<file path="config.mk">
export PLATFORM = sky130hd
export DESIGN_NAME = qrc_quad_read
export DESIGN_NICKNAME = d
export VERILOG_FILES = /design/src/shared/qrc_pkg.sv /design/src/rtl/qrc_fifo.sv /design/src/rtl/qrc_quad_read.sv
export SDC_FILE = /design/constraint.sdc
export NUM_CORES = 1
export LEC_CHECK = 0
export ABC_AREA = 0
export BUFFER_PORTS_ARGS = -buffer_cell sky130_fd_sc_hd__buf_2
export CORE_MARGIN = 3
export CORE_UTILIZATION = 35
export CTS_CLUSTER_SIZE = 10
export DETAILED_ROUTE_END_ITERATION = 16
export PLACE_DENSITY = 0.59
export SLEW_MARGIN = 15
export SYNTH_ARGS = -nofsm -noshare
export SYNTH_HDL_FRONTEND = slang
export SYNTH_SLANG_ARGS = --single-unit
</file>
<file path="constraint.sdc">
create_clock -name mclk -period 4.8 [get_ports mclk]
set_input_delay 0.96 -clock mclk [delete_from_list [all_inputs] [get_ports mclk]]
set_output_delay 0.96 -clock mclk [all_outputs]
set_load 0.02 [all_outputs]
</file>
<file path="src/shared/qrc_pkg.sv">
// Constants, state codes and helpers of the quad read command logic.
// Assumes one 24-bit byte address space and one link clock sampled by mclk.
package qrc_pkg;

    // ==========================================================
    // Command codes
    localparam logic [7:0] OP_QUAD_OUTPUT_READ = 8'h6B;
    localparam logic [7:0] OP_QUAD_IO_READ     = 8'hEB;
    localparam logic [7:0] OP_WRAP_SETUP       = 8'h77;
    localparam logic [7:0] OP_MODE_RESET       = 8'hFF;

    // ==========================================================
    // Phase lengths in link clocks
    localparam int         CNT_W            = 6;
    localparam logic [5:0] OPC_CLKS_SERIAL  = 6'h08;
    localparam logic [5:0] OPC_CLKS_QUAD    = 6'h02;
    localparam logic [5:0] ADDR_CLKS_SERIAL = 6'h18;
    localparam logic [5:0] ADDR_CLKS_QUAD   = 6'h06;
    localparam logic [5:0] QOR_DUMMY_CLKS   = 6'h08;
    localparam logic [5:0] MODE_CLKS        = 6'h02;
    localparam logic [5:0] SPI_DUMMY_DC0    = 6'h04;
    localparam logic [5:0] SPI_DUMMY_DC1    = 6'h06;
    localparam logic [5:0] WRAP_SETUP_CLKS  = 6'h20;
    localparam logic [5:0] QPI_DUMMY_P00    = 6'h0A;
    localparam logic [5:0] QPI_DUMMY_P01    = 6'h04;
    localparam logic [5:0] QPI_DUMMY_P10    = 6'h06;
    localparam logic [5:0] QPI_DUMMY_P11    = 6'h08;

    // ==========================================================
    // Mode byte and wrap settings
    localparam logic [1:0] CONT_KEY        = 2'b10;
    localparam logic [2:0] WRAP_CFG_RESET  = 3'h1;
    localparam int         ADDR_W          = 24;
    localparam int         FIFO_DEPTH_DEF  = 16;

    typedef enum logic [2:0] {
        ST_IDLE    = 3'h0,
        ST_OPCODE  = 3'h1,
        ST_ADDR    = 3'h3,
        ST_MODE    = 3'h2,
        ST_DUMMY   = 3'h6,
        ST_DATA    = 3'h7,
        ST_WRAPCFG = 3'h5,
        ST_IGNORE  = 3'h4
    } qrc_state_t;

    // ==========================================================
    // Helpers
    function automatic logic [5:0] qrc_qpi_dummy(input logic [1:0] p);
        logic [5:0] n;
        unique case (p)
            2'b00: n = QPI_DUMMY_P00;
            2'b01: n = QPI_DUMMY_P01;
            2'b10: n = QPI_DUMMY_P10;
            2'b11: n = QPI_DUMMY_P11;
        endcase
        return n;
    endfunction : qrc_qpi_dummy

    function automatic logic [23:0] qrc_wrap_next(input logic [23:0] a,
                                                  input logic        on,
                                                  input logic [1:0]  len);
        logic [23:0] mask;
        logic [23:0] inc;
        mask = (24'h00_0008 << len) - 24'h00_0001;
        inc  = a + 24'h00_0001;
        return on ? ((a & ~mask) | (inc & mask)) : inc;
    endfunction : qrc_wrap_next

endpackage : qrc_pkg

</file>
<file path="src/rtl/qrc_fifo.sv">
// Synchronous FIFO between the array fetch and the nibble shifter.
// Assumes DEPTH is a power of two; flush empties it in one cycle.
`timescale 1ns/100ps
module qrc_fifo #(
    parameter int WIDTH = 8,
    parameter int DEPTH = 16
) (
    input  wire logic             mclk,
    input  wire logic             sys_rst,
    input  wire logic             clk_en,
    input  wire logic             flush,
    input  wire logic             in_valid,
    output logic                  in_ready,
    input  wire logic [WIDTH-1:0] in_data,
    output logic                  out_valid,
    input  wire logic             out_ready,
    output logic      [WIDTH-1:0] out_data
);
    localparam int PW = $clog2(DEPTH);

    logic [WIDTH-1:0] mem_r [DEPTH];
    logic [PW-1:0]    wr_ptr_r;
    logic [PW-1:0]    wr_ptr_nxt;
    logic [PW-1:0]    rd_ptr_r;
    logic [PW-1:0]    rd_ptr_nxt;
    logic [PW:0]      count_r;
    logic [PW:0]      count_nxt;
    logic             push;
    logic             pop;

    assign in_ready  = (count_r != (PW+1)'(DEPTH));
    assign out_valid = (count_r != '0);
    assign out_data  = mem_r[rd_ptr_r];
    assign push      = in_valid & in_ready & ~flush;
    assign pop       = out_valid & out_ready & ~flush;

    // ==========================================================
    // Pointers
    always_comb begin
        wr_ptr_nxt = wr_ptr_r + PW'(push);
        rd_ptr_nxt = rd_ptr_r + PW'(pop);
        count_nxt  = count_r + (PW+1)'(push) - (PW+1)'(pop);
        if (flush) begin
            wr_ptr_nxt = '0;
            rd_ptr_nxt = '0;
            count_nxt  = '0;
        end
    end

    always_ff @(posedge mclk) begin
        if (sys_rst) begin
            wr_ptr_r <= '0;
            rd_ptr_r <= '0;
            count_r  <= '0;
        end else if (clk_en) begin
            wr_ptr_r <= wr_ptr_nxt;
            rd_ptr_r <= rd_ptr_nxt;
            count_r  <= count_nxt;
        end
    end

    // Storage has no reset; empty words are never read
    always_ff @(posedge mclk) begin
        if (clk_en && push) begin
            mem_r[wr_ptr_r] <= in_data;
        end
    end

endmodule : qrc_fifo

</file>
<file path="src/rtl/qrc_quad_read.sv">
// Quad output and quad I/O read command logic of a serial flash device.
// Assumes the link clock and chip select come from the host as pins and
// that the array answers a read strobe with data one mclk later.
//
// How it works
// RULE1: Host sets quad enable before quad reads.
// RULE2: Address sampled on rise, nibbles out on fall.
// RULE3: Address steps per byte, rolls to zero.
// RULE4: Quad output read: serial address, eight dummies.
// RULE5: Chip select high ends read, stops driving.
// RULE6: Quad reads ignored while write cycle busy; continuous-mode frames are accepted without checking write_busy.
// RULE7: Quad I/O read: quad address, mode, dummies.
// RULE8: Quad I/O read phases use four bits/clock.
// RULE9: Host drives lines during mode byte clocks.
// RULE10: Mode key one-zero skips next opcode.
// RULE11: Other mode key restores full opcode.
// RULE12: Mode reset command clears continuous mode.
// RULE13: Host avoids key one-zero unless continuous.
// RULE14: Serial mode dummies chosen by config bit.
// RULE15: Four-line mode dummies from parameter bits.
// RULE16: Parameter default gives ten dummy clocks.
// RULE17: Four-line mode counts mode clocks as dummies.
// RULE18: Continuous mode works in both command modes.
// RULE19: No wrap for quad I/O in four-line mode.
// RULE20: Wrap setup: opcode, 24 dummies, wrap byte.
// RULE21: Wrap sections of 8 to 64 bytes.
// RULE22: Wrap bit four low enables, length from six-five.
// RULE23: Host rewrites wrap bit four to leave wrap.
// RULE24: Wrapped read cycles within its section.
// RULE25: Mode and wrap settings persist across frames.
`timescale 1ns/100ps
module qrc_quad_read
    import qrc_pkg::*;
#(
    parameter int FIFO_DEPTH = FIFO_DEPTH_DEF
) (
    input  wire logic              mclk,
    input  wire logic              sys_rst,
    input  wire logic              clk_en,
    input  wire logic              sclk_pin,
    input  wire logic              cs_n_pin,
    input  wire logic [3:0]        io_in,
    output logic      [3:0]        io_out,
    output logic      [3:0]        io_oe,
    input  wire logic              quad_enable_bit,
    input  wire logic              write_busy,
    input  wire logic              four_line_command_mode,
    input  wire logic              dummy_cycle_config_bit,
    input  wire logic [1:0]        read_param_dummy_bits,
    output logic                   mem_rd_en,
    output logic      [ADDR_W-1:0] mem_addr,
    input  wire logic [7:0]        mem_rdata,
    output logic                   cont_mode_active,
    output logic      [2:0]        wrap_config_bits,
    output logic                   cmd_active
);
    // ==========================================================
    // Pin synchronisers and edge finding
    logic [2:0]        sclk_sync_r;
    logic [2:0]        cs_sync_r;
    logic [3:0]        io_s1_r;
    logic [3:0]        io_s2_r;
    logic              sclk_rise;
    logic              sclk_fall;
    logic              cs_fall;
    logic              cs_rise;
    logic              sample;

    always_ff @(posedge mclk) begin
        if (sys_rst) begin
            sclk_sync_r <= 3'h0;
            cs_sync_r   <= 3'h7;
            io_s1_r     <= 4'h0;
            io_s2_r     <= 4'h0;
        end else if (clk_en) begin
            sclk_sync_r <= {sclk_sync_r[1:0], sclk_pin};
            cs_sync_r   <= {cs_sync_r[1:0], cs_n_pin};
            io_s1_r     <= io_in;
            io_s2_r     <= io_s1_r;
        end
    end

    assign sclk_rise = sclk_sync_r[1] & ~sclk_sync_r[2];
    assign sclk_fall = ~sclk_sync_r[1] & sclk_sync_r[2];
    assign cs_fall   = ~cs_sync_r[1] & cs_sync_r[2];
    assign cs_rise   = cs_sync_r[1] & ~cs_sync_r[2];
    assign sample    = sclk_rise & ~cs_sync_r[1];

    // ==========================================================
    // Command state
    qrc_state_t        state_r;
    qrc_state_t        state_nxt;
    logic [CNT_W-1:0]  cnt_r;
    logic [CNT_W-1:0]  cnt_nxt;
    logic [7:0]        op_r;
    logic [7:0]        op_nxt;
    logic [23:0]       addr_r;
    logic [23:0]       addr_nxt;
    logic [7:0]        mode_r;
    logic [7:0]        mode_nxt;
    logic              quad_r;
    logic              quad_nxt;
    logic              is_qio_r;
    logic              is_qio_nxt;
    logic              cont_mode_r;
    logic              cont_mode_nxt;
    logic [2:0]        wrap_cfg_r;
    logic [2:0]        wrap_cfg_nxt;
    logic              nib_r;
    logic              nib_nxt;
    logic [7:0]        out_byte_r;
    logic [7:0]        out_byte_nxt;
    logic [3:0]        io_out_r;
    logic [3:0]        io_out_nxt;
    logic              oe_r;
    logic              oe_nxt;
    logic              fetch_on_r;
    logic              fetch_on_nxt;
    logic [23:0]       fetch_addr_r;
    logic [23:0]       fetch_addr_nxt;
    logic              rd_pend_r;
    logic              rd_pend_nxt;
    logic              wrap_act_r;
    logic              wrap_act_nxt;
    logic              last;
    logic [7:0]        op_sh;
    logic [23:0]       addr_sh;
    logic [7:0]        mode_sh;
    logic              op_last;
    logic              mode_last;
    logic              wrap_last;
    logic              fifo_in_ready;
    logic              fifo_out_valid;
    logic              fifo_pop;
    logic [7:0]        fifo_out_data;

    assign last      = (cnt_r == 6'h01);
    // RULE8 four bits per clock
    assign op_sh     = quad_r ? {op_r[3:0], io_s2_r} : {op_r[6:0], io_s2_r[0]};
    assign addr_sh   = quad_r ? {addr_r[19:0], io_s2_r} : {addr_r[22:0], io_s2_r[0]};
    assign mode_sh   = {mode_r[3:0], io_s2_r};
    assign op_last   = (state_r == ST_OPCODE) & sample & last;
    assign mode_last = (state_r == ST_MODE) & sample & last;
    assign wrap_last = (state_r == ST_WRAPCFG) & sample & last;
    assign fifo_pop  = (state_r == ST_DATA) & sclk_fall & ~cs_sync_r[1] & ~nib_r;
    // Fetch stalls on a full buffer; one read in flight at most
    assign mem_rd_en = fetch_on_r & fifo_in_ready & ~rd_pend_r;

    always_comb begin
        state_nxt      = state_r;
        cnt_nxt        = cnt_r;
        op_nxt         = op_r;
        addr_nxt       = addr_r;
        mode_nxt       = mode_r;
        quad_nxt       = quad_r;
        is_qio_nxt     = is_qio_r;
        cont_mode_nxt  = cont_mode_r;
        wrap_cfg_nxt   = wrap_cfg_r;
        nib_nxt        = nib_r;
        out_byte_nxt   = out_byte_r;
        io_out_nxt     = io_out_r;
        fetch_on_nxt   = fetch_on_r;
        fetch_addr_nxt = fetch_addr_r;
        rd_pend_nxt    = 1'b0;
        wrap_act_nxt   = wrap_act_r;
        // RULE3 RULE24 step address, wrap
        if (mem_rd_en) begin
            fetch_addr_nxt = qrc_wrap_next(fetch_addr_r, wrap_act_r, wrap_cfg_r[2:1]);
            rd_pend_nxt    = 1'b1;
        end
        unique case (state_r)
            ST_IDLE: begin
                if (cs_fall) begin
                    // RULE10 RULE18 opcode skipped
                    if (cont_mode_r) begin
                        state_nxt  = ST_ADDR;
                        quad_nxt   = 1'b1;
                        is_qio_nxt = 1'b1;
                        cnt_nxt    = ADDR_CLKS_QUAD;
                    end else begin
                        state_nxt  = ST_OPCODE;
                        quad_nxt   = four_line_command_mode;
                        cnt_nxt    = four_line_command_mode ? OPC_CLKS_QUAD : OPC_CLKS_SERIAL;
                    end
                end
            end
            ST_OPCODE: begin
                if (sample) begin
                    op_nxt  = op_sh;
                    cnt_nxt = cnt_r - 6'h01;
                    if (last) begin
                        state_nxt = ST_IGNORE;
                        // RULE6 RULE4 quad output accept
                        if (op_sh == OP_QUAD_OUTPUT_READ && !write_busy && quad_enable_bit
                            && !four_line_command_mode) begin
                            state_nxt  = ST_ADDR;
                            quad_nxt   = 1'b0;
                            is_qio_nxt = 1'b0;
                            cnt_nxt    = ADDR_CLKS_SERIAL;
                        end
                        // RULE6 RULE7 quad I/O accept
                        if (op_sh == OP_QUAD_IO_READ && !write_busy
                            && (quad_enable_bit || four_line_command_mode)) begin
                            state_nxt  = ST_ADDR;
                            quad_nxt   = 1'b1;
                            is_qio_nxt = 1'b1;
                            cnt_nxt    = ADDR_CLKS_QUAD;
                        end
                        // RULE20 wrap setup entry
                        if (op_sh == OP_WRAP_SETUP && !four_line_command_mode) begin
                            state_nxt = ST_WRAPCFG;
                            quad_nxt  = 1'b0;
                            cnt_nxt   = WRAP_SETUP_CLKS;
                        end
                        // RULE12 mode reset
                        if (op_sh == OP_MODE_RESET) begin
                            cont_mode_nxt = 1'b0;
                        end
                    end
                end
            end
            ST_ADDR: begin
                if (sample) begin
                    addr_nxt = addr_sh;
                    cnt_nxt  = cnt_r - 6'h01;
                    if (last) begin
                        fetch_on_nxt   = 1'b1;
                        fetch_addr_nxt = addr_sh;
                        // RULE19 RULE21 RULE22 wrap select
                        wrap_act_nxt   = is_qio_r & ~four_line_command_mode & ~wrap_cfg_r[0];
                        state_nxt      = is_qio_r ? ST_MODE : ST_DUMMY;
                        cnt_nxt        = is_qio_r ? MODE_CLKS : QOR_DUMMY_CLKS;
                    end
                end
            end
            ST_MODE: begin
                if (sample) begin
                    mode_nxt = mode_sh;
                    cnt_nxt  = cnt_r - 6'h01;
                    if (last) begin
                        // RULE10 RULE11 mode key
                        cont_mode_nxt = (mode_sh[5:4] == CONT_KEY);
                        state_nxt     = ST_DUMMY;
                        // RULE15 RULE16 RULE17 RULE14 dummy count
                        if (four_line_command_mode) begin
                            cnt_nxt = qrc_qpi_dummy(read_param_dummy_bits) - MODE_CLKS;
                        end else begin
                            cnt_nxt = dummy_cycle_config_bit ? SPI_DUMMY_DC1 : SPI_DUMMY_DC0;
                        end
                    end
                end
            end
            ST_DUMMY: begin
                if (sample) begin
                    cnt_nxt = cnt_r - 6'h01;
                    if (last) begin
                        state_nxt = ST_DATA;
                        nib_nxt   = 1'b0;
                    end
                end
            end
            ST_DATA: begin
                // RULE2 nibbles on falling edge
                if (sclk_fall && !cs_sync_r[1]) begin
                    if (!nib_r) begin
                        out_byte_nxt = fifo_out_valid ? fifo_out_data : 8'h00;
                        io_out_nxt   = out_byte_nxt[7:4];
                        nib_nxt      = 1'b1;
                    end else begin
                        io_out_nxt = out_byte_r[3:0];
                        nib_nxt    = 1'b0;
                    end
                end
            end
            ST_WRAPCFG: begin
                if (sample) begin
                    addr_nxt = addr_sh;
                    cnt_nxt  = cnt_r - 6'h01;
                    // RULE20 RULE25 latch wrap bits
                    if (last) begin
                        wrap_cfg_nxt = addr_sh[6:4];
                        state_nxt    = ST_IGNORE;
                    end
                end
            end
            ST_IGNORE: begin
                state_nxt = ST_IGNORE;
            end
        endcase
        // RULE5 frame end stops all
        if (cs_rise) begin
            state_nxt    = ST_IDLE;
            fetch_on_nxt = 1'b0;
            rd_pend_nxt  = 1'b0;
            io_out_nxt   = 4'h0;
        end
        oe_nxt = (state_nxt == ST_DATA);
    end

    always_ff @(posedge mclk) begin
        if (sys_rst) begin
            state_r      <= ST_IDLE;
            cnt_r        <= '0;
            op_r         <= 8'h00;
            addr_r       <= 24'h00_0000;
            mode_r       <= 8'h00;
            quad_r       <= 1'b0;
            is_qio_r     <= 1'b0;
            cont_mode_r  <= 1'b0;
            wrap_cfg_r   <= WRAP_CFG_RESET;
            nib_r        <= 1'b0;
            out_byte_r   <= 8'h00;
            io_out_r     <= 4'h0;
            oe_r         <= 1'b0;
            fetch_on_r   <= 1'b0;
            fetch_addr_r <= 24'h00_0000;
            rd_pend_r    <= 1'b0;
            wrap_act_r   <= 1'b0;
        end else if (clk_en) begin
            state_r      <= state_nxt;
            cnt_r        <= cnt_nxt;
            op_r         <= op_nxt;
            addr_r       <= addr_nxt;
            mode_r       <= mode_nxt;
            quad_r       <= quad_nxt;
            is_qio_r     <= is_qio_nxt;
            cont_mode_r  <= cont_mode_nxt;
            wrap_cfg_r   <= wrap_cfg_nxt;
            nib_r        <= nib_nxt;
            out_byte_r   <= out_byte_nxt;
            io_out_r     <= io_out_nxt;
            oe_r         <= oe_nxt;
            fetch_on_r   <= fetch_on_nxt;
            fetch_addr_r <= fetch_addr_nxt;
            rd_pend_r    <= rd_pend_nxt;
            wrap_act_r   <= wrap_act_nxt;
        end
    end

    // ==========================================================
    // Prefetch buffer
    qrc_fifo #(
        .WIDTH (8),
        .DEPTH (FIFO_DEPTH)
    ) u_fifo (
        .mclk      (mclk),
        .sys_rst   (sys_rst),
        .clk_en    (clk_en),
        .flush     (cs_rise),
        .in_valid  (rd_pend_r),
        .in_ready  (fifo_in_ready),
        .in_data   (mem_rdata),
        .out_valid (fifo_out_valid),
        .out_ready (fifo_pop),
        .out_data  (fifo_out_data)
    );

    assign io_out           = io_out_r;
    assign io_oe            = {4{oe_r}};
    assign mem_addr         = fetch_addr_r;
    assign cont_mode_active = cont_mode_r;
    assign wrap_config_bits = wrap_cfg_r;
    assign cmd_active       = (state_r != ST_IDLE);
endmodule : qrc_quad_read

</file>
Word-level counts from Yosys, hierarchy flattened
Memories as Yosys holds them, arrays and structs flattened. A register that Yosys moved wholly into a read port is not among the register bits.
Cells that the tools add are included.
Word-level totals
  bits in writable memories: 128
  latch bits: 0
  memories kept: 1
  memory bits (read-only): 0
  word-level logic and storage cells: 224
  input port bits: 23
  output and inout port bits: 38
  bits in registers: 111
Operators by class
  shifts and indexed selects: 1
  $mul: 0
  divide/modulo/power cells: 0
  equality and inequality tests: 32
  reduce and logical (&&, ||, !) cells: 40
  magnitude comparators: 0
  $add $sub $neg: 8
  muxes and demuxes: 89
  bitwise gates (word level): 29
Memory list
  u_fifo.mem_r: depth 16, width 8, read ports 1, clocked after memory_dff 1, write ports 1, RTL line qrc_fifo.sv:21  | logic [WIDTH-1:0] mem_r [DEPTH];
Operators with widths (count)
  24-bit 2-to-1 mux: 6
  6-bit 2-to-1 mux: 16
  24-bit AND: 2
  3-bit 2-to-1 mux: 16
  4-bit 2-to-1 mux: 11
  6-bit case mux with 5 select lines: 1
  1-bit 2-to-1 mux: 28
  24-bit by 1-bit adder with 24-bit output (second input constant): 1
  24-bit inverter: 1
  24-bit OR: 1
  6-bit case mux with 4 select lines: 1
  4-bit by 2-bit left shift with 24-bit output (first input constant): 1
  24-bit by 1-bit subtractor with 24-bit output (second input constant): 1
  3-bit case mux with 7 select lines: 1
  7-bit AND reduction: 3
  2-bit inequality test (second input constant): 9
  1-bit AND: 16
  8-bit by 7-bit equality test with 1-bit output (second input constant): 2
  8-bit equality test (second input constant): 2
  8-bit 2-to-1 mux: 2
  4-bit AND reduction: 4
  2-bit nonzero test: 8
  3-bit equality test (second input constant): 5
  3-bit AND reduction: 4
  28 further kinds: 57

Depth between registers and ports, before layout
Gate-level depths: netlist of run 1.
  depth after elaboration: 13
  depth in mapped cells: 15
  gate-level depth less buffers: 15

Modules after synthesis
Synthesis of run 1 repeated with hierarchy kept, for this count alone.
Second synthesis, totals
  cells, all modules: 1021
  area, all modules: 11543.6 um^2
By module, submodules not included
  qrc_fifo: cells an instance 324, instances 1, area each 5811.8 um^2, seq. area each 4184.0 um^2
  qrc_quad_read: cells an instance 697, instances 1, area each 5731.7 um^2, seq. area each 1961.9 um^2

Least setup slack after synthesis of run 1
Ideal clock, no wire load.
  path kind: register to register
  start: register u_fifo.count_r[3]
  end: register u_fifo.count_r[4]
  clock period less this slack: 2799 ps
  arrival time: 2667 ps
  stages on the path, launching flop included: 16
  slack: 2001 ps
  data required time: 4668 ps
  library setup time: 132 ps
  path buffers: 0
  path through: dfxtp_1 inv_1 ha_1 nor4b_1 nor2_1 and2_1 ha_1 inv_1 ha_1 fa_1 a21oi_1 o21bai_1 xnor2_1 o21ai_0 nand2_1 a21oi_1
On the way
  cells in the longest elaborated chain, start to end: 6
  elaborated cells on any way between the ends: 9
  classes of those cells: add/sub: 2; eq/ne: 1; mux: 1; bitwise: 4; reduce/logical: 1
Ends and longest elaborated chain
  start: declaration: RTL line qrc_fifo.sv:26  | logic [PW:0] count_r;
  start signal: assignment: RTL line qrc_fifo.sv:58  | count_r <= count_nxt;
  5-bit inequality test: RTL line qrc_fifo.sv:31  | assign in_ready = (count_r != (PW+1)'(DEPTH));
  1-bit AND (2 in series): RTL line qrc_fifo.sv:34  | assign push = in_valid & in_ready & ~flush;
  5-bit by 1-bit adder with 5-bit output: RTL line qrc_fifo.sv:42  | count_nxt = count_r + (PW+1)'(push) - (PW+1)'(pop);
  5-bit by 1-bit subtractor with 5-bit output (*): RTL line qrc_fifo.sv:42
  5-bit 2-to-1 mux (*): RTL line qrc_fifo.sv:43  | if (flush) begin
Mark *: on every way between the ends. The rest lies on a longest branch, timed or not.
A chain may end at the register's enable or synchronous reset.

Final worst setup path of run 1
  start: register state_r[0]
  end: register u_fifo.count_r[4]
On the way
  cells in the longest elaborated chain, start to end: 8
Ends and longest elaborated chain
  start: declaration: RTL line qrc_quad_read.sv:91  | qrc_state_t state_r;
  start signal: assignment: RTL line qrc_quad_read.sv:320  | state_r <= state_nxt;
  3-bit equality test: RTL line qrc_quad_read.sv:145  | assign fifo_pop = (state_r == ST_DATA) & sclk_fall & ~cs_sync_r[1] & ~nib_r;
  1-bit AND (3 in series): RTL line qrc_quad_read.sv:145
  1-bit AND (2 in series): RTL line qrc_fifo.sv:35  | assign pop = out_valid & out_ready & ~flush;
  5-bit by 1-bit subtractor with 5-bit output: RTL line qrc_fifo.sv:42
  5-bit 2-to-1 mux: RTL line qrc_fifo.sv:43
No other way between the ends.

==> flow_metrics.tcl, run 1 <==
set metrics [dict create \
    cts_buffers 29 \
    worst_setup_path_start_kind "register" \
    rsz0062_at_grt "no" \
    reg2reg_depth 13 \
    syn_to_final_growth_pct 12.9 \
    wl_mm 26.8 \
    path_cells "nand3_1 -> nor4b_1 -> and2_1 -> ha_1 -> inv_1 -> ha_1 -> fa_1 -> a21oi_1 -> o21bai_1 -> xnor2_1 -> o21ai_0 -> nand2_1 -> a21oi_1" \
    cts_tree "built" \
    fin_crit_sh 0.707 \
    clk_latency_ps 550 \
    yosysTopAreaCellShare 0.342 \
    start_util 0.361 \
    max_stage_delay_ps 700 \
    clkTransAtPathRegs_ps 50 \
    slew_violations 0 \
    nets 1074 \
    synth_cell_types 72 \
    ioPinCount 61 \
    clock_sinks 243 \
    diodes 0 \
    h-tree-depth 1 \
    grt_max_degree 86 \
    route.vias.total 7817 \
    cts_setup_buffers 0 \
    p_int_mw 3.34 \
    drive_above_1_share 0.152 \
    gr-total-overflow 0 \
    io_buffer_count 60 \
    row_count 64 \
    grt_antenna_before_repair 0 \
    ctsLongestPathBuffers 3 \
    p_sw_mw 0.891 \
    avgSynthCellArea_sq_um 11.3 \
    grtUsageTotal 0.155 \
    ant_nets 0 \
    grt_pass1_wl_mm 42.8 \
    synth_ff_type "edfxtp_1" \
    root_buffer "clkbuf_16" \
    wl_per_cell_um 18.5 \
    seq_power_share 0.519 \
    comb_power_share 0.023 \
    gp_congestion 0.826 \
    switching_share 0.210 \
    syn_inst 992 \
    cpMaxStageDelayCell "dfxtp_1" \
    ys_seq_area_frac 0.547 \
    vias_per_cell 5.41 \
    leakage_nw 4.16 \
    yosysMostFrequentCell "edfxtp_1" \
    crit_fanout 18 \
    cp_num_buf_inv 1 \
    firstDrtPassIters 5 \
    fp.dieW_um 185 \
    synth_warnings 0 \
    tightest_slew_ps 1020 \
    core_sq_um 31100 \
    chipHeight_um 185 \
    setup_viol 0 \
    maxCapViolations 0 \
    status "completed" \
    hold_violations 0 \
    critPathArrivalTime_ps 3780 \
    crit_required_ps 5190 \
    grt_pass1_vias 7608 \
    drc 0 \
    crit_cells 13 \
    peakVddDrop_uv 263 \
    synth-edff-count 128 \
    final.setup_skew_ps 13.8 \
    ys_async_sr_fraction 0 \
    dp_hpwl_mm 18.1 \
    worstSetupPathType "reg2reg" \
    synth_nets 1034 \
    synthTopCellsByCount "128 x edfxtp_1, 116 x nor2_1, 115 x dfxtp_1, 74 x nand2_1, 54 x a21oi_1" \
    fmax_mhz 295 \
    relSlewSlack 0.315 \
    period_needed_ps 3390 \
    ys_top_cells_by_area "edfxtp_1 34%, dfxtp_1 20%, mux4_2 7.2%" \
    hold_class "reg2reg" \
    clkPwrFrac 0.457 \
    synth-seq-cells 243 \
    cts_hold_buf 0 \
    powerDensity_nw_per_um2 334 \
    fin_tns_setup_ps 0 \
    synth_top_area_cell "edfxtp_1" \
    place_area_sq_um 11900 \
    cts_resized 0 \
    end_kind "register" \
    synth_area_sq_um 11200 \
    fillers 2942 \
    fin_area_sq_um 12700 \
    hold-path-cell-count 2 \
    die_area_sq_um 34300 \
    drtIter0Drc 593 \
    critical-path-top-delay-family "simple AND/OR/NAND/NOR gates" \
]
worst paths after layout:
path,start,to,slack (ps)
setup / recovery,state_r[0],u_fifo.count_r[4],1410
hold / removal,mode_r[1],mode_r[1],450
setup reg to reg,state_r[0],u_fifo.count_r[4],1410
hold reg to reg,mode_r[1],mode_r[1],450
state kept, by name, indices dropped and copies added, names as in the netlist, 2 cells and up, named ones only:
register	count
u_fifo.mem_r	128
mem_addr	24
addr_r	23
op_r	7
cnt_r	6
u_fifo.count_r	5
io_out	4
io_s1_r	4
io_s2_r	4
out_byte_r	4
u_fifo.rd_ptr_r	4
u_fifo.wr_ptr_r	4
cs_sync_r	3
sclk_sync_r	3
state_r	3
wrap_config_bits	3
mode_r	2
per-layer routing:
layer  vias up  routed length, um  GRT usage
met5         -                  0          0
met4         0                631     0.0396
met3        52               1060     0.0210
met2       182              12700      0.256
met1      3768              12400      0.217
li1       3815                  -          -
metrics by stage:
| stage | power [mW] | worst slack [ps] | hold WS (ps) | std cells | util |
|---|---|---|---|---|---|
| after floorplan | 2.30 | 2000 | 432 | 992 | - |
| after global routing | 4.38 | 1060 | 476 | 1444 | 0.407 |
| after CTS | 4.29 | 1430 | 454 | 1444 | 0.407 |
| after global placement | 2.34 | 1520 | 440 | 1397 | 0.381 |
| final | 4.23 | 1410 | 452 | 1444 | 0.407 |
| after detailed placement | 2.34 | 1440 | 447 | 1397 | 0.381 |
kinds of logic (layout without fill, tap and decap cells):
kind of cell             after synthesis  in the layout  share of synthesized area
AND/OR/NAND/NOR                      320            320                      0.140
flip-flops                           243            243                      0.547
AO/OA/AOI/OAI                        217            217                      0.127
multiplexers                          90             90                      0.120
buffers and inverters                 90            146                     0.0341
adder cells (fa/ha/maj)               19             19                     0.0218
XOR/XNOR                              13             13                     0.0101
placed cells by master (no fill, tap or decap), types with 13 or more instances in the layout:
cell / synthesis / routed
mux4_2: 36 / 36
buf_4: 4 / 16
dfxtp_1: 115 / 113
o21ai_0: 42 / 42
clkbuf_1: 45 / 13
edfxtp_1: 128 / 128
mux2i_1: 53 / 53
clkbuf_16: 0 / 29
buf_2: 12 / 59
a211oi_1: 42 / 42
nor3_1: 19 / 19
a21oi_1: 54 / 54
nor2_1: 116 / 116
nand2_1: 74 / 74
ha_1: 18 / 18
nand3_1: 23 / 23
inv_1: 24 / 24
power groups by stage:
stage / clock [mW] / sequential [mW] / combinational (mW)
floorplan: 0 / 2.24 / 0.0574
global placement: 0 / 2.24 / 0.0975
detailed placement: 0 / 2.24 / 0.0982
CTS: 1.99 / 2.20 / 0.0988
global route: 2.07 / 2.20 / 0.109
finish: 1.94 / 2.20 / 0.0985
final cells by class:
cell class | instances | area, sq um | area share
clock buffer | 43 | 788 | 0.0621
clock inverter | 4 | 38.8 | 0.00306
inverter | 24 | 90.1 | 0.00710
multi-input combinational | 659 | 4710 | 0.371
sequential | 243 | 6150 | 0.485
tap | 396 | 495 | 0.0391
timing repair buffer | 75 | 415 | 0.0327
worst min-delay path: cells and delay by family, from the launching register on:
family | cells | cell delay (ps)
DFF | 1 | 300
and+or+nand+nor | 1 | 50
AOI/OAI and AO/OA | 1 | 50
(Power assumes the default switching activity.)
==> inputs of run 2 (changes only) <==
- clock period: 4.8 -> 3.3 ns (I/O delays scaled with it)
==> flow_metrics.tcl, run 2 (synthesized netlist as in run 1, its figures left out) <==
set metrics [dict create \
    drc 0 \
    crit_fanout 3 \
    end_kind "register" \
    r2r-start "u_fifo.count_r[2]" \
    diodes 0 \
    h-tree-depth 1 \
    final.setup_skew_ps 6.70 \
    final_core_util 0.413 \
    firstDrtPassIters 5 \
    final_cell_mix "128 x edfxtp_1, 116 x nor2_1, 113 x dfxtp_1" \
    clock_sinks 243 \
    leakage_nw 4.28 \
    route.vias.total 7954 \
    ioPinCount 61 \
    setup_viol 0 \
    final_common_cell "edfxtp_1" \
    p_sw_mw 1.29 \
    core_sq_um 31100 \
    grt_pass1_wl_mm 42.5 \
    row_count 64 \
    fin_area_sq_um 12900 \
    clk_latency_ps 540 \
    worst_setup_path_start_kind "register" \
    hold-path-cell-count 3 \
    switching_share 0.210 \
    grt_antenna_before_repair 0 \
    fin_crit_sh 0.874 \
    ctsLongestPathBuffers 3 \
    crit_required_ps 3690 \
    syn_to_final_growth_pct 14.5 \
    grt_pass1_vias 7753 \
    fin_tns_setup_ps 0 \
    powerDensity_nw_per_um2 476 \
    critPathArrivalTime_ps 3270 \
    hold_violations 0 \
    relSlewSlack 0.422 \
    fmax_mhz 347 \
    fp.dieW_um 185 \
    critPathLaunch "u_fifo.count_r[2]" \
    seq_power_share 0.522 \
    nets 1098 \
    wl_mm 26.5 \
    grt_max_degree 68 \
    tightest_slew_ps 866 \
    die_area_sq_um 34300 \
    comb_power_share 0.024 \
    regMostFlops "u_fifo.mem_r" \
    busiest_layer "met2" \
    worstSetupPathType "reg2reg" \
    largest_reg_flops 128 \
    drtIter0Drc 631 \
    slew_violations 0 \
    clkTransAtPathRegs_ps 60 \
    wl_per_cell_um 18.1 \
    gp_congestion 0.823 \
    worstHoldStart "cs_n_pin" \
    met3_usage 0.0238 \
    cts_setup_buffers 0 \
    dp_cells 1422 \
    rsz0062_at_grt "no" \
    reg2reg_depth 15 \
    peakVddDrop_uv 409 \
    io_buffer_count 60 \
    clkPwrFrac 0.454 \
    hold_class "in2reg" \
    ant_nets 0 \
    place_area_sq_um 12100 \
    finalNonFillerCells 1469 \
    cts_hold_buf 0 \
    vias_per_cell 5.41 \
    gr-usage-met2 0.261 \
    chipHeight_um 185 \
    period_needed_ps 2880 \
    start_util 0.361 \
    gr-total-overflow 0 \
    drive_above_1_share 0.170 \
    status "completed" \
    cts_tree "built" \
    root_buffer "clkbuf_16" \
    dp_hpwl_mm 18.1 \
    p_int_mw 4.84 \
    maxCapViolations 0 \
    groute.layer.met1.usage 0.211 \
    grtUsageTotal 0.154 \
    cts_buffers 28 \
]
## run 2: changes by cell type in the layout (fill, tap and decap cells not counted), sizes merged
| cell | change |
|---|---|
| clkbuf | +3 |
| inv | -1 |
| clkinv | -2 |
| buf | +25 |
## run 2: timing repair
| action | in CTS | in global routing |
|---|---|---|
| endpoints found under the setup margin | 0 | 1 |
| hold endpoints to repair | 0 | 0 |
| resized for setup | 0 | 1 |
## run 2: worst max-delay path: stages (launching register included)
cell and delay [ps]:
dfxtp_1 330, inv_1 90, ha_1 180, nor4b_2 280, nor2_1 100, and2_1 200, ha_1 270, inv_1 40
ha_1 210, fa_1 400, a21oi_1 150, o21bai_1 90, xnor2_1 180, o21ai_0 100, nand2_1 80, a21oi_1 60
## run 2: path summary, 6_finish.rpt
check	endpoint	slack (ps)
setup / recovery	u_fifo.count_r[4]	420
hold / removal	cs_sync_r[0]	330
setup reg to reg	u_fifo.count_r[4]	420
hold reg to reg	mode_r[1]	450
## run 2: layer usage
metal | part of all wire | vias to the layer above | routed length [um]
li1 | - | 3844 | -
met1 | 0.46 | 3888 | 12100
met2 | 0.48 | 187 | 12700
met3 | 0.047 | 35 | 1240
met4 | 0.019 | 0 | 501
met5 | 0 | - | 0
## run 2: cell type report
cell class / count / area [sq um]
fill: 2976 / 18300
sequential: 243 / 6150
multi-input combinational: 659 / 4710
clock buffer: 46 / 788
timing repair buffer: 100 / 616
tap: 396 / 495
inverter: 24 / 90.1
clock inverter: 1 / 16.3
## run 2: metrics by stage
stage | hold WS [ps] | setup WS, ps | power, mW
2_1_floorplan | 432 | 501 | 3.34
3_3_place_gp | 441 | 383 | 3.40
3_5_place_dp | 451 | 322 | 3.41
4_1_cts | 328 | 291 | 6.20
5_1_grt | 334 | 132 | 6.33
6_report | 335 | 416 | 6.12
## run 2: power by group through the flow
stage / Sequential (mW) / Combinational [mW] / Clock, mW
floorplan: 3.26 / 0.0835 / 0
global placement: 3.26 / 0.145 / 0
detailed placement: 3.26 / 0.146 / 0
CTS: 3.20 / 0.147 / 2.86
global route: 3.20 / 0.162 / 2.98
finish: 3.20 / 0.145 / 2.78
==> inputs of run 3 (changes only) <==
- clock period: 3.3 -> 3.56 ns (I/O delays scaled with it)
==> flow_metrics.tcl, run 3 (synthesized netlist as in run 1, its figures left out) <==
set metrics [dict create \
    status "completed" \
    wl_mm 26.4 \
    die_area_sq_um 34300 \
    syn_to_final_growth_pct 13.6 \
    pre_cts_slack_ps 390 \
    fp.dieW_um 185 \
    period_needed_ps 3240 \
    timing.critical_path.mode_cell "ha_1" \
    powerDensity_nw_per_um2 441 \
    regMostFlops "u_fifo.mem_r" \
    grtUsageTotal 0.155 \
    leakage_nw 4.22 \
    busiest_layer "met2" \
    route.vias.total 7901 \
    gr-usage-met2 0.264 \
    chipHeight_um 185 \
    cp_num_buf_inv 2 \
    ant_nets 0 \
    io_buffer_count 60 \
    nets 1087 \
    hold_violations 0 \
    p_total_mw 5.63 \
    ctsLongestPathBuffers 3 \
    cts_buffers 28 \
    reg2reg_depth 15 \
    critical-path-top-delay-family "adder cells" \
    gp_congestion 0.816 \
    firstDrtPassIters 5 \
    crit_cells 15 \
    core_sq_um 31100 \
    grt_antenna_before_repair 0 \
    grt_max_degree 75 \
    dp_hpwl_mm 18.1 \
    ioPinCount 61 \
    fin_area_sq_um 12800 \
    setup_viol 0 \
    fin_tns_setup_ps 0 \
    final_cell_mix "128 x edfxtp_1, 116 x nor2_1, 113 x dfxtp_1" \
    slew_violations 0 \
    cts_hold_buf 0 \
    fmax_mhz 309 \
    relSlewSlack 0.409 \
    crit_required_ps 3950 \
    diodes 0 \
    row_count 64 \
    tightest_slew_ps 886 \
    cts_tree "built" \
    path_cells "inv_1 -> ha_1 -> nor4b_1 -> nor2_1 -> and2_1 -> ha_1 -> inv_1 -> ha_1 -> fa_1 -> a21oi_1 -> o21bai_1 -> xnor2_1 -> o21ai_0 -> nand2_1 -> a21oi_1" \
    grt_pass1_vias 7821 \
    critPathArrivalTime_ps 3630 \
    max_stage_delay_ps 570 \
    grt_pass1_wl_mm 43.1 \
    place_area_sq_um 12000 \
    clkTransAtPathRegs_ps 60 \
    drtIter0Drc 609 \
    root_buffer "clkbuf_16" \
    wl_per_cell_um 18.1 \
    clk_latency_ps 550 \
    cts_resized 0 \
    fin_crit_sh 0.910 \
    cpMaxStageDelayCell "nor4b_1" \
    gr-total-overflow 0 \
    fin_ws_ps 320 \
    groute.layer.met1.usage 0.211 \
    fillers 2978 \
    h-tree-depth 1 \
    drive_above_1_share 0.159 \
    maxCapViolations 0 \
    clock_sinks 243 \
    end_kind "register" \
    start_util 0.361 \
    hold_class "in2reg" \
    worst_setup_path_start_kind "register" \
    hold-path-cell-count 3 \
    cts_setup_buffers 0 \
    final_common_cell "edfxtp_1" \
    drc 0 \
    crit_fanout 3 \
    largest_reg_flops 128 \
    vias_per_cell 5.43 \
    rsz0062_at_grt "no" \
    peakVddDrop_uv 394 \
    worstSetupPathType "reg2reg" \
    final.setup_skew_ps 6.18 \
    met3_usage 0.0228 \
]
run 3: final timing paths:
path / start / to / slack (ps)
worst max-delay path: u_fifo.count_r[2] / u_fifo.count_r[4] / 320
worst min-delay path: io_in[0] / io_s1_r[0] / 400
worst max register to register: u_fifo.count_r[2] / u_fifo.count_r[4] / 320
worst min register to register: mode_r[1] / mode_r[1] / 450
run 3: cell type report:
| class | count | area [sq um] | share of cell area |
|---|---|---|---|
| inverter | 24 | 90.1 | 0.00706 |
| timing repair buffer | 89 | 533 | 0.0417 |
| multi-input combinational | 659 | 4710 | 0.369 |
| clock inverter | 2 | 35.0 | 0.00274 |
| sequential | 243 | 6150 | 0.482 |
| tap | 396 | 495 | 0.0388 |
| clock buffer | 43 | 757 | 0.0593 |
run 3: metal layers:
metal / up-vias / wire length (um)
met4: 0 / 418
met1: 3858 / 12100
li1: 3840 / -
met5: - / 0
met2: 170 / 12800
met3: 33 / 1070
run 3: power breakdown:
group | switching, mW | internal, mW | total (mW) | leakage, nW
combinational | 0.0962 | 0.0378 | 0.134 | 1.76
clock | 1.08 | 1.45 | 2.53 | 0.378
sequential | 0.00967 | 2.95 | 2.96 | 2.08
total | 1.18 | 4.44 | 5.63 | 4.22
run 3: stage by stage:
step,std cells,util,hold WS [ps]
3_3_place_gp,1411,0.384,441
3_5_place_dp,1411,0.384,445
5_1_grt,1456,0.410,416
6_report,1456,0.410,403
2_1_floorplan,992,-,432
4_1_cts,1456,0.410,387
run 3: worst register-to-register path, stage by stage (launching register included):
cell,delay [ps]
dfxtp_1,330
inv_1,80
ha_1,180
nor4b_1,570
nor2_1,120
and2_1,210
ha_1,280
inv_1,40
ha_1,210
fa_1,400
a21oi_1,150
o21bai_1,90
xnor2_1,170
o21ai_0,90
nand2_1,110
a21oi_1,60
